==> src/verilog/pps_defines.svh <==
// constants for the peripheral input pin select block
`ifndef PPS_DEFINES_SVH
`define PPS_DEFINES_SVH

// remappable pins and selectors
`define PPS_PIN_COUNT      25
`define PPS_SEL_W          5
`define PPS_SEL_COUNT      18
`define PPS_SEL_RST        5'h1f
`define PPS_PIN_TEN        10

// pins that power up analog (bit per remappable pin)
`define PPS_ANALOG_MASK    25'h0001fff
`define PPS_DIGEN_RST      25'h0000000

// register byte addresses; selector k sits at SEL_BASE + 4*k
`define PPS_ADDR_W         8
`define PPS_SEL_BASE       8'h00
`define PPS_PORT_CTRL      8'h48
`define PPS_ANALOG_CFG     8'h4c
`define PPS_STATUS         8'h50

// selector register byte addresses, in selector order
`define PPS_EXT_IRQ1_PIN_SELECT        8'h00
`define PPS_EXT_IRQ2_PIN_SELECT        8'h04
`define PPS_EXT_IRQ3_PIN_SELECT        8'h08
`define PPS_TIMER0_CLOCK_PIN_SELECT    8'h0c
`define PPS_TIMER3_CLOCK_PIN_SELECT    8'h10
`define PPS_TIMER5_CLOCK_PIN_SELECT    8'h14
`define PPS_CAPTURE1_PIN_SELECT        8'h18
`define PPS_CAPTURE2_PIN_SELECT        8'h1c
`define PPS_CAPTURE3_PIN_SELECT        8'h20
`define PPS_TIMER1_GATE_PIN_SELECT     8'h24
`define PPS_TIMER3_GATE_PIN_SELECT     8'h28
`define PPS_TIMER5_GATE_PIN_SELECT     8'h2c
`define PPS_SERIAL2_RX_PIN_SELECT      8'h30
`define PPS_SERIAL2_CLOCK_PIN_SELECT   8'h34
`define PPS_SPI_B_DATA_IN_PIN_SELECT   8'h38
`define PPS_SPI_B_CLOCK_IN_PIN_SELECT  8'h3c
`define PPS_SPI_B_SELECT_IN_PIN_SELECT 8'h40
`define PPS_PWM_FAULT_PIN_SELECT       8'h44

// port control fields
`define PPS_PC_LATCH       0
`define PPS_PC_DIR         1
`define PPS_PC_PUDIS_N     2
`define PPS_PC_RST         3'h6

// status fields
`define PPS_ST_PIN         0
`define PPS_ST_DEBUG       1
`define PPS_ST_BADSEL      2

`endif

==> src/verilog/pps_pkg.sv <==
// types for the peripheral input pin select block
package pps_pkg;

    // shared pin ten control, laid out as its register
    typedef struct packed {
        logic pullup_disable_n;
        logic direction_bit;
        logic output_latch;
    } pps_pin_ctrl_t;

    // registered answer of the register bus
    typedef struct packed {
        logic        ready;
        logic        slverr;
        logic [31:0] rdata;
    } pps_apb_rsp_t;

endpackage : pps_pkg

==> src/verilog/pps_input_select.sv <==
// peripheral input pin select with shared pin ten control and apb registers
//
// Contract
// (RULE1) each input has 5-bit selector choosing pin
// (RULE2) routing is per peripheral, not per pin
// (RULE3) software writes only supported pin numbers
// (RULE4) selectors for irq, timer clocks, captures, gates
// (RULE5) selectors for serial2, spi b, pwm fault
// (RULE6) direction 0 drives latch; 1 reads, pullup
// (RULE7) as pin ten: 1 remap input, 0 output
// (RULE8) analog pins after reset until enabled digital
// (RULE9) debug enabled disables all other pin functions
// (RULE10) debug carries data both ways, direction ignored
`timescale 1ns/100ps
`default_nettype none
`include "pps_defines.svh"

module pps_input_select (
    // clock and reset
    input  wire logic                          clk,
    input  wire logic                          rst,
    // apb slave
    input  wire logic [`PPS_ADDR_W-1:0]        paddr,
    input  wire logic                          psel,
    input  wire logic                          penable,
    input  wire logic                          pwrite,
    input  wire logic [31:0]                   pwdata,
    output logic      [31:0]                   prdata,
    output logic                               pready,
    output logic                               pslverr,
    // remappable pins from the pads
    input  wire logic [`PPS_PIN_COUNT-1:0]     rp_pin_in,
    // routed peripheral inputs, in selector order
    output logic      [`PPS_SEL_COUNT-1:0]     periph_in,
    // peripheral output mapped onto pin ten
    input  wire logic                          pin_ten_out_map,
    input  wire logic                          pin_ten_out_data,
    // programming and debug port
    input  wire logic                          debug_en,
    input  wire logic                          dbg_data_drive,
    input  wire logic                          dbg_data_out,
    output logic                               program_debug_data,
    // shared pin ten pad control
    output logic                               shared_pin_o,
    output logic                               shared_pin_oe_n,
    output logic                               shared_pin_pullup
);

    ////////////////////////////////////////////////////////////////////////
    // declarations

    localparam int NP = `PPS_PIN_COUNT;
    localparam int NS = `PPS_SEL_COUNT;
    localparam int SW = `PPS_SEL_W;

    logic [SW-1:0]           sel_r [NS];
    pps_pkg::pps_pin_ctrl_t  pctl_r;
    logic [NP-1:0]           digen_r;
    logic [NP-1:0]           sync1_r;
    logic [NP-1:0]           sync2_r;
    logic [NP-1:0]           eff_in;
    logic [NS-1:0]           periph_r;
    logic [NS-1:0]           bad_sel;
    pps_pkg::pps_apb_rsp_t   rsp_r;
    pps_pkg::pps_apb_rsp_t   rsp_nxt;
    logic                    pin_o_r;
    logic                    pin_oe_n_r;
    logic                    pullup_r;
    logic                    dbg_data_in_r;
    logic                    acc;
    logic                    wr_done;

    ////////////////////////////////////////////////////////////////////////
    // decode helpers

    // selector slot hit: index in range and aligned within selector window
    function automatic logic sel_hit(input logic [`PPS_ADDR_W-1:0] a);
        logic [`PPS_ADDR_W-1:0] off;
        off = a - `PPS_SEL_BASE;
        sel_hit = (a >= `PPS_SEL_BASE) && (off[1:0] == 2'h0)
                  && (int'(off[`PPS_ADDR_W-1:2]) < NS);
    endfunction : sel_hit

    function automatic int sel_idx(input logic [`PPS_ADDR_W-1:0] a);
        logic [`PPS_ADDR_W-1:0] off;
        off = a - `PPS_SEL_BASE;
        sel_idx = int'(off[`PPS_ADDR_W-1:2]);
    endfunction : sel_idx

    // picks pin n; numbers past the pin count give a quiet low
    function automatic logic pick(input logic [NP-1:0] v,
                                  input logic [SW-1:0] n);
        pick = (int'(n) < NP) ? v[n] : 1'b0;
    endfunction : pick

    ////////////////////////////////////////////////////////////////////////
    // pad input synchronisers

    always_ff @(posedge clk) begin
        if (rst) begin
            sync1_r <= '0;
            sync2_r <= '0;
        end else begin
            sync1_r <= rp_pin_in;
            sync2_r <= sync1_r;
        end
    end

    ////////////////////////////////////////////////////////////////////////
    // effective digital pin values

    always_comb begin
        // analog pins read low until software enables their digital buffer
        eff_in = sync2_r & (~`PPS_ANALOG_MASK | digen_r); // RULE8
        // pin ten feeds remapping only as an input and never under debug
        if (!pctl_r.direction_bit || debug_en) begin // RULE7 RULE9
            eff_in[`PPS_PIN_TEN] = 1'b0;
        end
    end

    ////////////////////////////////////////////////////////////////////////
    // per-peripheral routing

    // one mux per peripheral input, steered by its own selector
    for (genvar k = 0; k < NS; k++) begin : g_route
        always_ff @(posedge clk) begin
            if (rst) begin
                periph_r[k] <= 1'b0;
            end else begin
                periph_r[k] <= pick(eff_in, sel_r[k]); // RULE1 RULE2 RULE3
            end
        end
        assign bad_sel[k] = (int'(sel_r[k]) >= NP);
    end

    assign periph_in = periph_r;

    ////////////////////////////////////////////////////////////////////////
    // register writes

    assign acc     = psel && penable;
    assign wr_done = acc && rsp_r.ready && pwrite;

    // selectors in table order: irq1-3, t0/t3/t5 clocks, capture1-3,
    // t1/t3/t5 gates, serial2 rx and clock, spi b data/clock/select, fault
    for (genvar k = 0; k < NS; k++) begin : g_sel
        always_ff @(posedge clk) begin
            if (rst) begin
                sel_r[k] <= `PPS_SEL_RST;
            end else if (wr_done && sel_hit(paddr) && sel_idx(paddr) == k) begin
                sel_r[k] <= pwdata[SW-1:0]; // RULE4 RULE5
            end
        end
    end

    always_ff @(posedge clk) begin
        if (rst) begin
            pctl_r <= `PPS_PC_RST;
        end else if (wr_done && paddr == `PPS_PORT_CTRL) begin
            pctl_r <= pwdata[2:0];
        end
    end

    always_ff @(posedge clk) begin
        if (rst) begin
            digen_r <= `PPS_DIGEN_RST; // RULE8
        end else if (wr_done && paddr == `PPS_ANALOG_CFG) begin
            digen_r <= pwdata[NP-1:0];
        end
    end

    ////////////////////////////////////////////////////////////////////////
    // register reads and bus answer

    // one wait state: ready rises the cycle after the access phase starts
    always_comb begin
        rsp_nxt = '0;
        if (acc && !rsp_r.ready) begin
            rsp_nxt.ready = 1'b1;
            if (sel_hit(paddr)) begin
                rsp_nxt.rdata[SW-1:0] = sel_r[sel_idx(paddr)];
            end else if (paddr == `PPS_PORT_CTRL) begin
                rsp_nxt.rdata[2:0] = pctl_r;
            end else if (paddr == `PPS_ANALOG_CFG) begin
                rsp_nxt.rdata[NP-1:0] = digen_r;
            end else if (paddr == `PPS_STATUS) begin
                rsp_nxt.rdata[`PPS_ST_PIN]    = sync2_r[`PPS_PIN_TEN];
                rsp_nxt.rdata[`PPS_ST_DEBUG]  = debug_en;
                rsp_nxt.rdata[`PPS_ST_BADSEL] = |bad_sel;
            end else begin
                rsp_nxt.slverr = 1'b1;
            end
            // status is read only; a write there is refused
            if (pwrite && paddr == `PPS_STATUS) begin
                rsp_nxt.slverr = 1'b1;
            end
            if (pwrite) begin
                rsp_nxt.rdata = '0;
            end
        end
    end

    always_ff @(posedge clk) begin
        if (rst) begin
            rsp_r <= '0;
        end else begin
            rsp_r <= rsp_nxt;
        end
    end

    assign prdata  = rsp_r.rdata;
    assign pready  = rsp_r.ready;
    assign pslverr = rsp_r.slverr;

    ////////////////////////////////////////////////////////////////////////
    // shared pin ten pad control

    // debug owns the pad outright; direction bit is not consulted then
    always_ff @(posedge clk) begin
        if (rst) begin
            pin_o_r    <= 1'b0;
            pin_oe_n_r <= 1'b1;
            pullup_r   <= 1'b0;
        end else if (debug_en) begin
            pin_o_r    <= dbg_data_out; // RULE10
            pin_oe_n_r <= ~dbg_data_drive; // RULE9 RULE10
            pullup_r   <= 1'b0; // RULE9
        end else if (!pctl_r.direction_bit) begin
            pin_o_r    <= pin_ten_out_map ? pin_ten_out_data // RULE7
                                          : pctl_r.output_latch; // RULE6
            pin_oe_n_r <= 1'b0; // RULE6
            pullup_r   <= 1'b0;
        end else begin
            pin_o_r    <= 1'b0;
            pin_oe_n_r <= 1'b1; // RULE6
            pullup_r   <= ~pctl_r.pullup_disable_n; // RULE6
        end
    end

    // debug input path uses the synchronised pad whatever the direction bit
    always_ff @(posedge clk) begin
        if (rst) begin
            dbg_data_in_r <= 1'b0;
        end else begin
            dbg_data_in_r <= debug_en & sync2_r[`PPS_PIN_TEN]; // RULE10
        end
    end

    assign shared_pin_o       = pin_o_r;
    assign shared_pin_oe_n    = pin_oe_n_r;
    assign shared_pin_pullup  = pullup_r;
    assign program_debug_data = dbg_data_in_r;
endmodule : pps_input_select
`default_nettype wire

==> config.mk <==
export PLATFORM = sky130hd
export DESIGN_NAME = pps_input_select
export DESIGN_NICKNAME = d
export VERILOG_FILES = /design/src/verilog/pps_pkg.sv /design/src/verilog/pps_input_select.sv
export VERILOG_INCLUDE_DIRS = /design/src /design/src/verilog
export SDC_FILE = /design/constraint.sdc
export NUM_CORES = 1
export LEC_CHECK = 0
export ABC_AREA = 0
export BUFFER_PORTS_ARGS = -buffer_cell sky130_fd_sc_hd__buf_4
export CORE_ASPECT_RATIO = 1.25
export CORE_UTILIZATION = 45
export DETAILED_ROUTE_END_ITERATION = 8
export GPL_TIMING_DRIVEN = 0
export PLACE_DENSITY = 0.77
export SLEW_MARGIN = 15
export SYNTH_ARGS = -nofsm -noshare
export SYNTH_HDL_FRONTEND = slang
export SYNTH_SLANG_ARGS = --single-unit
==> constraint.sdc <==
create_clock -name clk -period 2.15 [get_ports clk]
set_input_delay 0.1075 -clock clk [delete_from_list [all_inputs] [get_ports clk]]
set_output_delay 0.1075 -clock clk [all_outputs]
set_load 0.05 [all_outputs]
* Word level (Yosys, flattened, before mapping) *
Memories as Yosys holds them, arrays and structs flattened.
Index checks and enable logic that the tools add are counted.

word-level totals
  register bits after elaboration = 134
  bits in writable memories = 90
  input bits = 75
  output and inout bits = 56
  word-level logic and storage cells = 339
  memories = 1

operators by class
  magnitude comparators = 56
  equal/unequal tests = 20
  multiplexer cells = 130
  bitwise gates (word level) = 43
  reduce and logical (&&, ||, !) cells = 56

memory list
  name   depth  width  rd ports  clocked after memory_dff  write ports  line                    RTL
  sel_r  18     5      19        0                         18           pps_input_select.sv:56  logic [SW-1:0] sel_r [NS];

operators by type and width
  cell                                                 count
  < comparator 5 x 6 -> 1 bit, second input constant   18
  2-to-1 mux 5 bit                                     19
  binary-select mux 1 bit (select 5 bit)               18
  >= comparator 5 bit, second input constant           18
  < comparator 5 bit, second input constant            18
  2-to-1 mux 1 bit                                     85
  == test 6 x 5 -> 1 bit, second input constant        8
  2-to-1 mux 22 bit                                    2
  OR reduction 2 bit                                   19
  2-to-1 mux 34 bit                                    1
  logical AND 1 bit                                    28
  AND 25 bit                                           1
  2-to-1 mux 25 bit                                    1
  == test 6 x 4 -> 1 bit, second input constant        4
  == test 8 x 7 -> 1 bit, second input constant        3
  NOT 1 bit                                            23
  2-to-1 mux 20 bit                                    1
  OR 1 bit                                             18
  OR reduction 18 bit                                  1
  == test 6 x 3 -> 1 bit, second input constant        2
  == test 6 bit, second input constant                 2
  2-to-1 mux 3 bit                                     3
  >= comparator 8 x 1 -> 1 bit, second input constant  1
  == test 6 x 2 -> 1 bit, second input constant        1
  other kinds (8)                                      10

* Logic depth before layout (Yosys ltp) *
Gate-level depths: netlist of the first run.

  depth after elaboration = 9
  gate-level depth with buffers = 8
  mapped depth without buffers = 5

* Worst setup path before layout of the first run *
No wires, ideal clock.

  path kind = register to register
  start point = register rsp_r, in the netlist pready
  end point = memory sel_r[12][0] (netlist bit) (data pin)
  library setup time = 0.262 ns
  arrival = 2.107 ns
  data required time = 1.888 ns
  path slack = -0.219 ns
  stages on the path, launching flop included = 6
  path buffers = 0
  period minus slack after synthesis = 2.369 ns
  cells stage by stage = dfxtp_1 nand4_1 nor4_2 nor3b_2 nand2_1 or2_2

RTL lines
  element                   line                     RTL
  start: declaration        pps_input_select.sv:64   pps_pkg::pps_apb_rsp_t rsp_r;
  start signal: assignment  pps_input_select.sv:207  rsp_r <= rsp_nxt;
  end: declaration          pps_input_select.sv:56

==> results of run 1 <==
==> what timing repair did <==
item | in CTS | in global routing
gates resized for setup | 66 | 82
endpoints found under the setup margin | 175 | 162
buffers inserted | 14 | 17
pin swaps | 6 | 5
endpoints found under the hold margin | 63 | 0
hold buffers | 53 | 0
cloned | 0 | 0
==> flip-flops by register name, summed over array words and instances (netlist names), 3 cells and up <==
register and count:
sel_r 90, digen_r 25, prdata 25, sync2_r 25
sync1_r 25, periph_in 18, pctl_r 3
==> cells by family after synthesis <==
family                 after synthesis
AND/OR/NAND/NOR                    415
flip-flops                         217
AO/OA/AOI/OAI                      173
multiplexers                       166
buffers and inverters              142
other                                1
==> layer usage <==
| metal | global-route usage | part of all wire | up-vias |
|---|---|---|---|
| met5 | 0 | 0 | - |
| met4 | 0.1908 | 0.080 | 0 |
| met3 | 0.08078 | 0.14 | 300 |
| met2 | 0.4862 | 0.46 | 942 |
| met1 | 0.3560 | 0.32 | 5195 |
| li1 | - | - | 4541 |
==> final cells by class <==
cell class | instances | area (um^2)
Inverter | 19 | 71.32
Antenna cell | 1 | 2.502
Fill cell | 2158 | 11520
Timing Repair Buffer | 193 | 1610
Tap cell | 345 | 431.7
Multi-Input combinational cell | 761 | 6925
Buffer | 96 | 500.5
Clock buffer | 28 | 613.1
Sequential cell | 217 | 5260
Clock inverter | 10 | 58.81
==> how the worst max path moves through the flow <==
stage	to	start	slack, ps	depth (start not counted)
6_report	prdata[2]	sel_r[15][0]	-180	6
5_1_grt	prdata[2]	sel_r[15][0]	-130	6
4_1_cts	prdata[2]	sel_r[8][2]	-20	6
3_5_place_dp	prdata[2]	sel_r[15][0]	-840	6
3_3_place_gp	prdata[2]	sel_r[15][0]	-840	6
2_1_floorplan	sel_r[12][0]	pready	30	5
==> metrics by stage <==
stage          hold slack (ps)  cells  utilization  power [mW]  setup TNS (ps)
2_1_floorplan            184.8   1120            -       4.872               0
3_3_place_gp             326.9   1574       0.5094       5.141          -33420
3_5_place_dp             329.9   1574       0.5094       5.155          -41880
4_1_cts                  5.415   1663       0.5637       8.803          -19.08
5_1_grt                  8.309   1669       0.5731       9.028           -3634
6_report                 6.067   1670       0.5732       8.839          -415.5
==> cell usage after synthesis (24+ instances only) <==
| cell type | instances | share of area |
|---|---|---|
| mux4_2 | 121 | 0.22 |
| o21ai_0 | 24 | 0.0096 |
| and2_1 | 24 | 0.012 |
| clkbuf_1 | 93 | 0.028 |
| nor2_1 | 33 | 0.0099 |
| mux2i_1 | 37 | 0.030 |
| edfxtp_1 | 90 | 0.22 |
| a21oi_1 | 51 | 0.020 |
| or2_2 | 62 | 0.031 |
| dfxtp_1 | 127 | 0.20 |
| nand2_1 | 117 | 0.035 |
| nor2b_1 | 52 | 0.026 |
| nand2b_1 | 34 | 0.017 |
==> power by group <==
part           switching [mW]  internal, mW  total (mW)
Sequential             0.0777          4.34        4.41
Clock                    1.62          2.02        3.64
Combinational           0.428         0.358       0.786
==> results.ini, run 1 <==
[run_status]
status=finished with violations
violations=negative setup slack

[logic_synthesis]
yosys.area_share.simple=0.1813
synth_top_family_by_area=multiplexers
syn_inst=1114
synth-async-reset-ratio=0
synthMuxAreaShare=0.2556
ys.flop_type=dfxtp_1
syn_avg_cell_area_um2=11.19
ys_seq_area_frac=0.4208
ys_ff_latch=217
synth_compound_area_frac=0.09416
synth_area_mm2=0.01246
yosys_warnings=0
synth_edf_count=90
synthXorXnorAreaFrac=0
synth_cell_types=60
synthAdderAreaFrac=0

[power_and_ir_drop]
peakVddDrop_uv=413.8
p_per_area_mw_per_mm2=571.2
p_leak_nw=5.611

[floorplanning]
die_width_um=150.9
fp.dieH_um=188.1
core_area_mm2=0.02699
start_util=0.4618
row_count=67
ioPinCount=131
dieArea_mm2=0.02837

[cts]
cts_tree=built
clockBufferDepth=3
cts_num_sinks=217
cts_made_buffers=21
htreeDepth=1
insertion_delay_ps=520
clk_pin_slew_ps=70
cts-root-buf=clkbuf_16

[setup_path]
path_cells=buf_6 -> o311ai_4 -> nand4_1 -> or4_4 -> o31ai_4 -> a221oi_2
rr_startpoint=sel_r[15][0]
crit_required_ps=2530
rr_endpoint=prdata[2]
worstSetupEndpointType=flip-flop
crit_path_start_kind=flip-flop
slowest_stage=or4_4
critPathTopFamily=simple AND/OR/NAND/NOR gates
rrSetupSlack_ps=-180
path_buf_inv=1
slowest_delay_ps=580
crit_arrival_ps=2710
crit_type=reg2reg
r2r_cells=6
critPathMaxFanout=10

[drt]
wl_per_cell_um=25.89
drt_wl_total_um=43230
drtAntennaViolNets=0
first_pass_iters=6
drc_errors=0
viasPerCell=6.574
vias=10980
drt_iter0_drc=1484

[sta]
finalCritPeriodShare=1.085
grt_setup_unrepaired=true
skew_ps=10.91
setup_slack_ps=-183.2
setup_viol=8
period_needed_ps=2333
worst_slew_pin_slew_ps=1030
max_freq_mhz=428.6
drv_slew=0
max_slew_margin=0.3133
hold_viol=0

[global_routing]
grt_max_degree=16
first_global_vias=10780
antenna_found_initial=1
grt_pass1_wl_um=63340
grtUsageTotal=0.3027
grt_overflow=0

[job]
max-cap-violations=0

[cells_and_area]
nets=1384
area_growth_syn_to_layout_pct=24.14
design_area_mm2=0.01547
drive_gt1_frac=0.3648
layout_common_cells=154 x buf_4, 121 x mux4_2, 115 x dfxtp_1
final_common_cell=buf_4

[placement]
post-place-ws_ps=-841.6
gp_congestion=1.045
dp_hpwl_um=29760
io_buffers=109
placed_area_mm2=0.01375

[hold_path]
holdPathEnd=sel_r[2][4]
hold_depth=2
hold_path_startpoint=pwdata[4]
holdCritPathClass=in2reg

(Power assumes the default switching activity.)
==> run 2: changes to the inputs <==
--- a/config.mk
+++ b/config.mk
@@ -9,9 +9,11 @@
 export ABC_AREA = 0
 export BUFFER_PORTS_ARGS = -buffer_cell sky130_fd_sc_hd__buf_4
 export CORE_ASPECT_RATIO = 1.25
+export CORE_MARGIN = 2
 export CORE_UTILIZATION = 45
 export DETAILED_ROUTE_END_ITERATION = 8
 export GPL_TIMING_DRIVEN = 0
+export MAX_ROUTING_LAYER = met4
 export PLACE_DENSITY = 0.77
 export SLEW_MARGIN = 15
 export SYNTH_ARGS = -nofsm -noshare
==> results.ini, run 2 (synthesis results as in run 1) <==
[sta]
hold_viol=0  ; unchanged
grt_setup_unrepaired=true
period_needed_ps=2156  ; -177.2 ps
worst_slew_pin_slew_ps=921.7  ; -108.4 ps
max_freq_mhz=463.8  ; +8.2%
setup_slack_ps=-5.959  ; +177.2 ps
max_slew_margin=0.3856  ; +0.07225
setup_viol=1  ; -7
finalCritPeriodShare=1.003  ; -0.08244
setup_tns_ps=-5.959  ; +409.6 ps
drv_slew=0  ; unchanged
skew_ps=20.94  ; +10.03 ps

[cells_and_area]
final_util=0.5635  ; -0.009754
largest_register_ff_count=90  ; unchanged
design_area_mm2=0.01544  ; -0.23%
nFillCells=2263  ; +4.9%
regMostFlops=sel_r
nets=1381  ; -0.22%
drive_gt1_frac=0.3500  ; -0.01480
num_antenna_cells=0  ; -1
final_common_cell=buf_4
layout_common_cells=145 x buf_4, 122 x dfxtp_1, 121 x mux4_2
area_growth_syn_to_layout_pct=23.85

[drt]
drt_iter0_drc=1193  ; -20%
highest_layer=met4
vias=10470  ; -4.6%
dr_wl_met2_um=20420  ; +2.1%
met3_length_um=4229  ; -28%
drc_errors=0  ; unchanged
wl_per_cell_um=25.14  ; -2.9%
viasPerCell=6.269  ; -4.6%
first_pass_iters=5  ; -1
drt_wl_total_um=41980  ; -2.9%
drtAntennaViolNets=0  ; unchanged
met1Wirelength_um=14910  ; +6.9%

[setup_path]
worstSetupEndpointType=flip-flop
critPathMaxFanout=10  ; unchanged
rrSetupSlack_ps=-6  ; +180 ps
crit_type=reg2reg
crit_path_start_kind=flip-flop
crit_required_ps=2550  ; +20 ps
crit_arrival_ps=2560  ; -150 ps

[global_routing]
grt_max_degree=16  ; unchanged
grt_overflow=0  ; unchanged
first_global_vias=10290  ; -4.5%
antenna_found_initial=0  ; -1
grtUsageTotal=0.2928  ; -0.009990
grt_pass1_wl_um=62720  ; -0.97%

[placement]
placed_area_mm2=0.01376  ; about the same
gp_congestion=0.9964  ; -4.6%
io_buffers=109  ; unchanged
dp_hpwl_um=30330  ; +1.9%

[cts]
cts-root-buf=clkbuf_16
insertion_delay_ps=540  ; +20 ps
cts_made_buffers=22  ; +4.8%
htreeDepth=1  ; unchanged
clk_pin_slew_ps=60  ; about the same
cts_num_sinks=217  ; unchanged
clockBufferDepth=3  ; unchanged
cts_tree=built

[hold_path]
holdCritPathClass=in2reg

[floorplanning]
dieArea_mm2=0.02905  ; +2.4%
core_area_mm2=0.02740  ; +1.5%
ioPinCount=131  ; unchanged
fp.dieH_um=190.1  ; +1.1%
start_util=0.4550  ; -0.006791
die_width_um=152.9  ; +1.3%
row_count=68  ; +1.5%

[run_status]
violations=negative setup slack
status=finished with violations

[power_and_ir_drop]
p_comb_frac=0.086  ; -0.003
peakVddDrop_uv=471.6  ; +14%
pwr-share-seq=0.487  ; -0.012
p_per_area_mw_per_mm2=586.5  ; +2.7%
swShare=0.2385  ; -0.002071
p_int_mw=6.895  ; +2.7%
clkPwrFrac=0.427  ; +0.015
p_leak_nw=5.595  ; -0.29%
p_sw_mw=2.159  ; +1.6%

[job]
max-cap-violations=0  ; unchanged

## run 2: cell types whose count changed in the layout (fill, tap and decap cells not counted), sizes merged
cell | before | now
diode | 1 | 0
clkbuf | 84 | 90
buf | 180 | 166
clkinv | 4 | 8
inv | 25 | 21
bufinv | 0 | 1
dlygate4sd3 | 53 | 56
## run 2: worst paths after layout
check	start	end	cells after the start
worst min register to register	sync1_r[15]	sync2_r[15]	1
worst max register to register	sync2_r[18]	periph_in[6]	6
worst max-delay path	sync2_r[18]	periph_in[6]	6
worst min-delay path	paddr[7]	sel_r[17][3]	3
## run 2: layout make-up
| cell class | instances | area, um^2 | share of cell area |
|---|---|---|---|
| Tap cell | 350 | 437.9 | 0.02837 |
| Buffer | 95 | 495.5 | 0.03210 |
| Clock buffer | 27 | 620.6 | 0.04020 |
| Sequential cell | 217 | 5251 | 0.3402 |
| Clock inverter | 11 | 116.4 | 0.007538 |
| Multi-Input combinational cell | 761 | 6865 | 0.4447 |
| Timing Repair Buffer | 190 | 1579 | 0.1023 |
| Inverter | 19 | 71.32 | 0.004620 |
## run 2: power groups by stage
stage,Sequential [mW],Clock (mW),Combinational [mW]
2_1_floorplan,4.48,0,0.397
3_3_place_gp,4.48,0,0.663
3_5_place_dp,4.48,0,0.671
4_1_cts,4.40,3.90,0.762
5_1_grt,4.41,4.07,0.818
6_report,4.41,3.87,0.776
## run 2: per-layer routing
layer,up-vias,track usage
li1,4544,-
met1,5014,0.3480
met2,751,0.4836
met3,161,0.04897
met4,0,0.1485
met5,-,-
## run 2: repair_timing
item	in CTS	in global routing
buffers inserted	19	6
pin swaps	6	3
gates resized for setup	60	54
hold endpoints to repair	73	0
setup endpoints to repair	145	27
hold buffers	56	0
## run 2: worst max-delay path, stage by stage (launching register included)
cell      delay, ps
dfxtp_1         610
clkbuf_1        520
mux4_2          370
mux2i_1          80
o21ai_0         160
nand4b_1        170
o41ai_4         120
## run 2: through the flow
stage / instances / setup WS [ps] / power (mW) / hold WS (ps)
finish: 1670 / -5.959 / 9.054 / 46.33
global route: 1670 / -16.16 / 9.303 / 52.69
CTS: 1672 / -70.33 / 9.060 / 15.29
detailed placement: 1579 / -741.9 / 5.155 / 325.8
global placement: 1579 / -726.3 / 5.147 / 323.2
floorplan: 1120 / 30.38 / 4.872 / 184.8
